### src/rtl/pwm_steer_defines.svh
// Overview of operation
// Successive pulses go to the two outputs in turn, so each output is idle every other cycle.
// Each output runs at half the oscillator rate with duty from zero to strictly below one half.
// Both outputs are held low while the internal clock pulse is high.
// On the falling edge of the clock pulse the output chosen for this cycle is driven high.
// The pulse ends on the first trip of the PWM, current-limit or overcurrent comparator.
// Normally the PWM comparator trip, ramp crossing the error amp level, ends the pulse.
// The PWM comparator is ignored for a blanking interval after each pulse starts.
// The blanking interval is nominally 375 ns and lies within 300 to 450 ns; the code blanks for 3 clock cycles, 300 ns.
// Blanking also masks the current-limit comparator, which ends the pulse once blanking expires.
// The overcurrent comparator is never blanked; a trip sets the fault latch and forces outputs low at once.
// The fault latch clears only after soft start is fully discharged and overcurrent is gone, then soft start reruns.
// A fault during soft start stops outputs at once, but discharge waits until soft start is fully charged.
// While a supply is below lockout both outputs stay low and nothing operates.
// A terminated pulse stays low until the next clock pulse falling edge.
// The output selection flag toggles once per clock pulse and starts from a defined output after lockout.
`ifndef PWM_STEER_DEFINES_SVH
`define PWM_STEER_DEFINES_SVH
`define CLK_PERIOD_NS 100
`define BLANK_TIME_NS 375
`define BLANK_MIN_NS 300
`define BLANK_MAX_NS 450
`define BLANK_CYCLES ((`BLANK_MIN_NS + `CLK_PERIOD_NS - 1) / `CLK_PERIOD_NS)
`define BLANK_CNT_W 3
`define SEL_RESET 1'b0
`endif

### src/rtl/pwm_steer_pkg.sv
`default_nettype none
package pwm_steer_pkg;
    typedef enum logic [3:0] {
        SS_DISCHARGED = 4'b0001,
        SS_CHARGING   = 4'b0010,
        SS_RUNNING    = 4'b0100,
        SS_DRAINING   = 4'b1000
    } soft_state_e;
endpackage
`default_nettype wire

### src/rtl/pwm_sync2.sv
`default_nettype none
module pwm_sync2 (
    input  wire logic ref_clk,
    input  wire logic rst,
    input  wire logic din,
    output var  logic dout
);
    logic stage1;
    always_ff @(posedge ref_clk or posedge rst) begin
        if (rst) begin
            stage1 <= 1'b0;
            dout   <= 1'b0;
        end else begin
            stage1 <= din;
            dout   <= stage1;
        end
    end
endmodule
`default_nettype wire

### src/rtl/alternating_pwm_output_steering.sv
`include "pwm_steer_defines.svh"
`default_nettype none
module alternating_pwm_output_steering (
    input  wire logic                    ref_clk,
    input  wire logic                    rst,
    input  wire logic                    clockPulse,
    input  wire logic                    pwmTrip,
    input  wire logic                    currentLimitTrip,
    input  wire logic                    overcurrentTrip,
    input  wire logic                    softStartFull,
    input  wire logic                    softStartEmpty,
    output logic                         outA,
    output logic                         outB,
    output logic                         softStartDischarge,
    output logic                         faultLatched,
    output logic                         leadingEdgeMask,
    output pwm_steer_pkg::soft_state_e   softState
);
    import pwm_steer_pkg::*;

    // ----------------------------------------
    // input synchronisers
    // ----------------------------------------
    localparam int NIN = 6;
    wire  [NIN-1:0] rawIn = {softStartEmpty, softStartFull, overcurrentTrip,
                             currentLimitTrip, pwmTrip, clockPulse};
    logic [NIN-1:0] syncIn;

    genvar gi;
    generate
        for (gi = 0; gi < NIN; gi++) begin : g_sync
            pwm_sync2 u_sync (
                .ref_clk (ref_clk),
                .rst     (rst),
                .din     (rawIn[gi]),
                .dout    (syncIn[gi])
            );
        end
    endgenerate

    wire clkS   = syncIn[0];
    wire pwmS   = syncIn[1];
    wire ilimS  = syncIn[2];
    wire ocS    = syncIn[3];
    wire fullS  = syncIn[4];
    wire emptyS = syncIn[5];

    // ----------------------------------------
    // clock pulse edge detection
    // ----------------------------------------
    logic clkPrev;
    wire  clkFall = clkPrev & ~clkS;
    wire  clkRise = ~clkPrev & clkS;

    always_ff @(posedge ref_clk or posedge rst) begin
        if (rst) begin
            clkPrev <= 1'b0;
        end else begin
            clkPrev <= clkS;
        end
    end

    // ----------------------------------------
    // soft start and fault latch
    // ----------------------------------------
    logic        fault;
    soft_state_e ssState;
    soft_state_e next_ssState;

    wire faultSet   = ocS;
    wire faultClear = (ssState == SS_DRAINING) & emptyS & ~ocS;
    wire next_fault = faultSet | (fault & ~faultClear);

    always_comb begin
        next_ssState = ssState;
        unique case (ssState)
            SS_DISCHARGED: begin
                next_ssState = SS_CHARGING;
            end
            SS_CHARGING: begin
                if (fullS) begin
                    next_ssState = fault ? SS_DRAINING : SS_RUNNING;
                end
            end
            SS_RUNNING: begin
                if (fault) begin
                    next_ssState = SS_DRAINING;
                end
            end
            SS_DRAINING: begin
                if (faultClear) begin
                    next_ssState = SS_CHARGING;
                end
            end
            default: begin
                next_ssState = SS_DISCHARGED;
            end
        endcase
    end

    always_ff @(posedge ref_clk or posedge rst) begin
        if (rst) begin
            fault   <= 1'b0;
            ssState <= SS_DISCHARGED;
        end else begin
            fault   <= next_fault;
            ssState <= next_ssState;
        end
    end

    // ----------------------------------------
    // steering flag
    // ----------------------------------------
    logic sel;

    always_ff @(posedge ref_clk or posedge rst) begin
        if (rst) begin
            sel <= `SEL_RESET;
        end else if (clkRise) begin
            sel <= ~sel;
        end
    end

    // ----------------------------------------
    // blanking timer
    // ----------------------------------------
    localparam logic [`BLANK_CNT_W-1:0] BLANK_LOAD = `BLANK_CNT_W'(`BLANK_CYCLES);
    logic [`BLANK_CNT_W-1:0] blankCnt;
    wire  blanking = (blankCnt != '0);

    always_ff @(posedge ref_clk or posedge rst) begin
        if (rst) begin
            blankCnt <= '0;
        end else if (clkFall) begin
            blankCnt <= BLANK_LOAD;
        end else if (blanking) begin
            blankCnt <= blankCnt - 1'b1;
        end
    end

    // ----------------------------------------
    // pulse control
    // ----------------------------------------
    logic pulseOn;
    wire  pulseStart = clkFall & ~fault & ~faultSet;
    wire  maskedTrip = ~blanking & (pwmS | ilimS);
    wire  pulseEnd   = clkS | faultSet | fault | maskedTrip;
    wire  next_pulse = pulseStart | (pulseOn & ~pulseEnd);
    wire  next_outA  = next_pulse & ~sel;
    wire  next_outB  = next_pulse & sel;

    always_ff @(posedge ref_clk or posedge rst) begin
        if (rst) begin
            pulseOn <= 1'b0;
            outA    <= 1'b0;
            outB    <= 1'b0;
        end else begin
            pulseOn <= next_pulse;
            outA    <= next_outA;
            outB    <= next_outB;
        end
    end

    // ----------------------------------------
    // status outputs
    // ----------------------------------------
    always_ff @(posedge ref_clk or posedge rst) begin
        if (rst) begin
            softStartDischarge <= 1'b1;
            faultLatched       <= 1'b0;
            leadingEdgeMask    <= 1'b0;
            softState          <= SS_DISCHARGED;
        end else begin
            softStartDischarge <= (next_ssState == SS_DRAINING);
            faultLatched       <= next_fault;
            leadingEdgeMask    <= clkFall | (blankCnt > `BLANK_CNT_W'(1));
            softState          <= next_ssState;
        end
    end
endmodule
`default_nettype wire

### config.mk
export PLATFORM = sky130hd
export DESIGN_NAME = alternating_pwm_output_steering
export DESIGN_NICKNAME = d
export VERILOG_FILES = /design/src/rtl/pwm_steer_pkg.sv /design/src/rtl/pwm_sync2.sv /design/src/rtl/alternating_pwm_output_steering.sv
export VERILOG_INCLUDE_DIRS = /design/src /design/src/rtl
export SDC_FILE = /design/constraint.sdc
export NUM_CORES = 1
export LEC_CHECK = 0
export BUFFER_PORTS_ARGS = -buffer_cell sky130_fd_sc_hd__buf_2
export CAP_MARGIN = 25
export CORE_MARGIN = 4
export CORE_UTILIZATION = 40
export DETAILED_ROUTE_END_ITERATION = 10
export HOLD_SLACK_MARGIN = 0.12
export PLACE_DENSITY_LB_ADDON = 0.1
export SYNTH_ARGS = -nofsm -noshare
export SYNTH_HDL_FRONTEND = slang
export SYNTH_SLANG_ARGS = --single-unit
### constraint.sdc
create_clock -name ref_clk -period 3.1 [get_ports ref_clk]
set_input_delay 0.155 -clock ref_clk [delete_from_list [all_inputs] [get_ports ref_clk]]
set_output_delay 0.155 -clock ref_clk [all_outputs]
set_load 0.02 [all_outputs]
==> qor.yml, run 1 <==
run_status:
  status: "complete, no violations"
yosys:
  ys_seq_area_share_pct: 67.2
  synth-xor-area-share_pct: 2.61
  synth-compound-area-share_pct: 7.69
  ys_ff_latch: 27
  syn_nets: 90
  synth_adder_area_share_pct: 3.72
  syn_inst: 79
  synth_mux_area_share_pct: 1.99
  avgSynthCellArea_um2: 12.8
  yosys_warnings: 0
  synth_cell_types: 22
  syn-cell-area_um2: 1010
  synth-simple-area-share_pct: 13.4
  synth_top_family_by_area: "simple AND/OR/NAND/NOR gates"
pwr:
  p_per_area_nw_per_um2: 713
  p_leak_nw: 0.576
  vdd_drop_max_mv: 0.405
drt:
  wl_mm: 1.62
  routed_via_density: 4.79
  wl_met2_um: 722
  wirelength_met1_um: 776
  highest_layer: "met4"
  drc: 0
  dr_total_vias: 642
  drt_iter0_markers: 3
  ant_nets: 0
  drt-pass1-iter-count: 3
  routed-wl-met3_um: 107
  avgRoutedWirePerCell_um: 12.1
final_layout:
  drive_above_1_share_pct: 22.6
  nNetsFinal: 118
  mostFrequentLayoutCell: "dfrtp_1"
  antenna_cells: 0
  final_util_pct: 54.0
  mostFrequentLayoutCells: "dfrtp_1, buf_2, nor2_1, dlygate4sd3_1, inv_1"
  area_growth_pct: 23.0
  fin_cells: 134
  fill_cells: 221
timing:
  drv_slew: 0
  setup_viol: 0
  rsz0062_at_grt: "false"
  worstMarginPinSlew_ps: 436
  finalSetupTns_ps: 0
  relSlewSlack_pct: 70.9
  fmax_mhz: 751
  setup_slack_ps: 1770
  hold_viol_final: 0
  finalCriticalPeriod_ps: 1330
  skew_ps: 2.96
  min_period_over_period_pct: 43.0
clocking:
  clk_pin_slew_ps: 140
  cts_tree: "done"
  root_buffer: "clkbuf_4"
  clockBufferDepth: 2
  cts.htree.levels: 1
  cts_made_buffers: 3
  clock_latency_ps: 320
  cts.sinks: 27
global_routing:
  antenna_found_initial: 0
  grt_pass1_wl_mm: 3.00
  grt.overflow.total: 0
  grt_usage_pct: 11.5
  grt_max_degree: 28
  grt_pass1_vias: 668
setup_path:
  cp_top_family: "flip-flops"
  path_buf_inv: 1
  max_stage_delay_ps: 420
  worstPathCellList: "inv_1 > ha_1 > nor2b_1 > xnor2_1 > nand2_1"
  required_ps: 3330
  end_kind: "register"
  slowest_stage: "dfrtp_1"
  worstSetupPathType: "reg2reg"
  critPathArrivalTime_ps: 1560
  cp_max_fo: 3
  critPathLaunchType: "register"
floorplan:
  core_um2: 2300
  core.rowCount: 17
  die_h_um: 58.2
  die_w_um: 58.2
  start_util_pct: 43.9
  dieArea_um2: 3390
  num_io_pins: 17
hold_path:
  min-delay-path-class: "in2async"
placement:
  dp.cells: 122
  hpwl_mm: 1.13
  pre_cts_ws_ps: 1810
  gp_congestion: 0.711
  port_buffers: 16
run:
  drv_cap: 0
==> where the power goes <==
group	switching, mW	internal, mW
clock	0.101	0.0493
combinational	0.133	0.115
sequential	0.0646	0.421
==> worst reg2reg max path, cell delays in order, from the launching register on <==
cell	delay (ps)
dfrtp_1	420
inv_1	120
ha_1	200
nor2b_1	280
xnor2_1	160
nand2_1	70
==> Yosys cell counts (all sizes together) <==
master / instances / share of area (%)
nor4b: 3 / 3.2
o21ai: 5 / 2.5
a21oi: 3 / 1.5
inv: 6 / 2.2
xnor2: 2 / 1.7
nor2: 7 / 2.6
dfstp: 2 / 5.2
o211ai: 1 / 0.74
ha: 3 / 3.7
nor2b: 3 / 1.9
dfrtp: 25 / 62
a21o: 1 / 0.74
nor4: 1 / 0.62
buf: 1 / 1.1
nand2b: 3 / 1.9
or4: 1 / 0.74
nand2: 5 / 1.9
mux2i: 2 / 2.0
a211oi: 3 / 2.2
xor2: 1 / 0.87
or3: 1 / 0.62
==> path summary, 6_finish.rpt <==
kind	from	to	slack, ps	depth (start not counted)
worst max-delay path	blankCnt[0]$_DFFE_PP0P_	blankCnt[0]$_DFFE_PP0P_	1770	5
worst min-delay path	rst	softState[1]$_DFF_PP0_	350	3
worst max register to register	blankCnt[0]$_DFFE_PP0P_	blankCnt[0]$_DFFE_PP0P_	1770	5
worst min register to register	g_sync[4].u_sync.stage1$_DFF_PP0_	g_sync[4].u_sync.dout$_DFF_PP0_	370	0
max in group asynchronous	rst	leadingEdgeMask$_DFF_PP0_	2320	4
min in group ref_clk	g_sync[4].u_sync.stage1$_DFF_PP0_	g_sync[4].u_sync.dout$_DFF_PP0_	370	0
==> kinds of logic after synthesis <==
kind of cell | after synthesis
buf+inv | 7
fa+ha+maj | 3
compound gates | 13
simple gates | 24
mux | 2
flops | 27
xor+xnor | 3
==> per-layer routing <==
layer / GRT usage [%] / vias up
met5: 0 / -
met2: 17.4 / 16
met1: 15.8 / 308
met3: 4.68 / 2
li1: - / 316
met4: 1.99 / 0
==> registers in the layout (all words and copies together) (netlist names) <==
register	count
pulseOn	1
outB	1
outA	1
softStartDischarge	1
softState	4
leadingEdgeMask	1
g_sync.u_sync.stage1	6
blankCnt	3
g_sync.u_sync.dout	6
faultLatched	1
clkPrev	1
sel	1
==> stage by stage <==
stage | instance area, um^2 | hold WS, ps | power [mW]
2_1_floorplan | 1010 | 186 | 0.676
3_3_place_gp | 1110 | 262 | 0.724
3_5_place_dp | 1110 | 264 | 0.733
4_1_cts | 1210 | 368 | 0.892
5_1_grt | 1240 | 368 | 0.959
6_report | 1240 | 348 | 0.884
==> layout make-up <==
cell class	count	area, um^2	area share, %
clock buffers	3	22.5	1.82
clock inverters	1	7.51	0.605
inverters	6	22.5	1.82
multi-input cells	45	297	23.9
flip-flops and latches	27	678	54.7
well taps	28	35.0	2.83
repair buffers	24	178	14.3
==> timing repair <==
action,in CTS,in global routing
hold buffers,7,0
setup buffers,0,0
endpoints found under the setup margin,0,0
gates resized for setup,0,0
hold endpoints to repair,31,0
(Power assumes the default switching activity.)
==> inputs of run 2 (changes only) <==
--- a/config.mk
+++ b/config.mk
@@ -6,6 +6,7 @@
 export SDC_FILE = /design/constraint.sdc
 export NUM_CORES = 1
 export LEC_CHECK = 0
+export ABC_AREA = 1
 export BUFFER_PORTS_ARGS = -buffer_cell sky130_fd_sc_hd__buf_2
 export CAP_MARGIN = 25
 export CORE_MARGIN = 4
==> constraint.sdc (replaced) <==
create_clock -name ref_clk -period 1.3 [get_ports ref_clk]
set_input_delay 0.065 -clock ref_clk [delete_from_list [all_inputs] [get_ports ref_clk]]
set_output_delay 0.065 -clock ref_clk [all_outputs]
set_load 0.02 [all_outputs]
==> qor.yml, run 2 <==
run_status:
  status: "complete, no violations"
floorplan:
  die_h_um: 58.5
  die_w_um: 58.5
  core_um2: 2450
  core.rowCount: 18
  num_io_pins: 17
  dieArea_um2: 3420
  start_util_pct: 41.6
yosys:
  yosysMostFrequentCell: "dfrtp_1"
  syn_nets: 105
  syn_inst: 94
  yosys_warnings: 0
  synth_cell_types: 19
  avgSynthCellArea_um2: 10.9
  synthArstFlopShare_pct: 100
  synth_top_area_share_pct: 61.3
  netlist_top_cells_count: "dfrtp_1, inv_1, nand2_1"
  synth_top_area_cell: "dfrtp_1"
  ys_seq_area_share_pct: 66.4
  synth-main-ff-cell: "dfrtp_1"
  syn-cell-area_um2: 1020
  yosys-top-cells-area: "dfrtp_1, inv_1, nand2_1, dfstp_2, ha_1"
  synth-edff-count: 0
  ys_ff_latch: 27
global_routing:
  grt_pass1_vias: 638
  grt_pass1_wl_mm: 2.76
  grt_usage_pct: 10.6
  grt_max_degree: 28
  antenna_found_initial: 0
  grt.overflow.total: 0
run:
  drv_cap: 0
clocking:
  cts_tree: "done"
  clk_pin_slew_ps: 130
  cts.sinks: 27
  root_buffer: "clkbuf_4"
  cts_made_buffers: 3
  clockBufferDepth: 2
  clock_latency_ps: 310
  cts.htree.levels: 1
final_layout:
  reg_top3: "g_sync.u_sync.dout x6, g_sync.u_sync.stage1 x6, softState x4"
  seq_area_um2: 678
  area_growth_pct: 26.3
  mostFrequentLayoutCells: "dfrtp_1, buf_2, inv_1, nand2_1"
  mostFrequentLayoutCell: "dfrtp_1"
  drive_above_1_share_pct: 28.6
  nNetsFinal: 138
  multi_input_area_um2: 293
  fin_cells: 156
  fill_cells: 245
  antenna_cells: 0
setup_path:
  cp-startpoint: "blankCnt[0]$_DFFE_PP0P_"
  timing.rr.end: "outA$_DFF_PP0_"
  endpoint: "outA$_DFF_PP0_"
  critPathArrivalTime_ps: 1400
  reg2reg_from: "blankCnt[0]$_DFFE_PP0P_"
  r2r_setup_slack_ps: 120
  required_ps: 1520
  cp_max_fo: 5
  critPathLaunchType: "register"
  end_kind: "register"
  worstSetupPathType: "reg2reg"
  reg2regPathDepth: 9
timing:
  setup_viol: 0
  finalCriticalPeriod_ps: 1180
  worstMarginPinSlew_ps: 323
  skew_ps: 1.54
  setup_slack_ps: 116
  min_period_over_period_pct: 91.1
  finalSetupTns_ps: 0
  hold_viol_final: 0
  fmax_mhz: 845
  rsz0062_at_grt: "false"
  drv_slew: 0
  relSlewSlack_pct: 78.5
placement:
  port_buffers: 16
  dp.cells: 141
  gp_congestion: 0.814
  pre_cts_ws_ps: 58.0
  hpwl_mm: 1.16
drt:
  drc: 0
  drt-pass1-iter-count: 4
  ant_nets: 0
  routed_via_density: 4.58
  dr_total_vias: 715
  drt_iter0_markers: 10
  wl_mm: 1.61
  avgRoutedWirePerCell_um: 10.3
pwr:
  p_per_area_nw_per_um2: 1770
  p_leak_nw: 0.656
  vdd_drop_max_mv: 0.930
hold_path:
  min-delay-path-class: "in2async"
## run 2: cell types whose count changed after synthesis, sizes merged, moves of 3 or more
cell | before | now
nor4b | 3 | 0
nand2b | 3 | 0
nor2b | 3 | 0
nor2 | 7 | 10
a211oi | 3 | 0
a21oi | 3 | 0
nand3 | 0 | 6
nand2 | 5 | 16
nand4 | 0 | 3
inv | 6 | 18
## run 2: timing repair
action	CTS	global route
resized for setup	0	6
setup buffers	0	4
hold buffers	7	0
endpoints found under the setup margin	0	4
hold endpoints to repair	33	0
## run 2: worst max-delay path: stages (launching register included)
cell	delay, ps
dfrtp_1	440
inv_2	100
ha_4	130
inv_1	40
nor2_2	110
nand2_1	60
nand2_1	50
nand2_1	50
nand2_2	70
nor2_1	40
## run 2: area by class of cell
type	count	share of cell area (%)
tap	30	2.91
multi-input combinational	49	22.7
inverter	18	5.24
timing repair buffer	28	14.5
clock buffer	4	2.04
sequential	27	52.6
## run 2: where the power goes
group | switching (mW) | internal [mW] | total, mW
clock network | 0.220 | 0.120 | 0.340
registers | 0.132 | 1.01 | 1.15
logic | 0.448 | 0.346 | 0.793
total | 0.800 | 1.48 | 2.28
## run 2: cells by family (layout without fill, tap and decap cells)
family / Yosys count / after routing / synth area share, %
buf+inv: 18 / 50 / 6.62
simple gates: 37 / 37 / 17.4
flops: 27 / 27 / 66.4
xor+xnor: 2 / 2 / 1.72
compound gates: 7 / 7 / 4.17
fa+ha+maj: 3 / 3 / 3.68
## run 2: how the worst min path moves through the flow
stage	startpoint	cells past startpoint	to	slack (ps)
floorplan	clockPulse	0	g_sync[0].u_sync.stage1$_DFF_PP0_	100
global placement	rst	3	g_sync[0].u_sync.stage1$_DFF_PP0_	130
global route	rst	4	g_sync[2].u_sync.stage1$_DFF_PP0_	360
detailed placement	rst	3	g_sync[0].u_sync.stage1$_DFF_PP0_	130
finish	rst	4	g_sync[0].u_sync.stage1$_DFF_PP0_	330
CTS	rst	4	g_sync[0].u_sync.stage1$_DFF_PP0_	330
## run 2: layer usage
layer,vias to the layer above,share of wire [%],GRT usage [%]
li1,355,-,-
met1,339,47,14.6
met3,4,5.6,2.63
met4,0,1.8,4.97
met5,-,0,0
met2,17,45,15.6
## run 2: stage by stage
| stage | utilization, % | power, mW | area [um^2] | hold WS [ps] |
|---|---|---|---|---|
| 5_1_grt | 52.5 | 2.47 | 1290 | 361 |
| 3_3_place_gp | 46.7 | 1.80 | 1150 | 131 |
| 6_report | 52.5 | 2.28 | 1290 | 326 |
| 4_1_cts | 50.6 | 2.18 | 1240 | 328 |
| 3_5_place_dp | 46.7 | 1.82 | 1150 | 134 |
| 2_1_floorplan | - | 1.63 | 1020 | 96.4 |
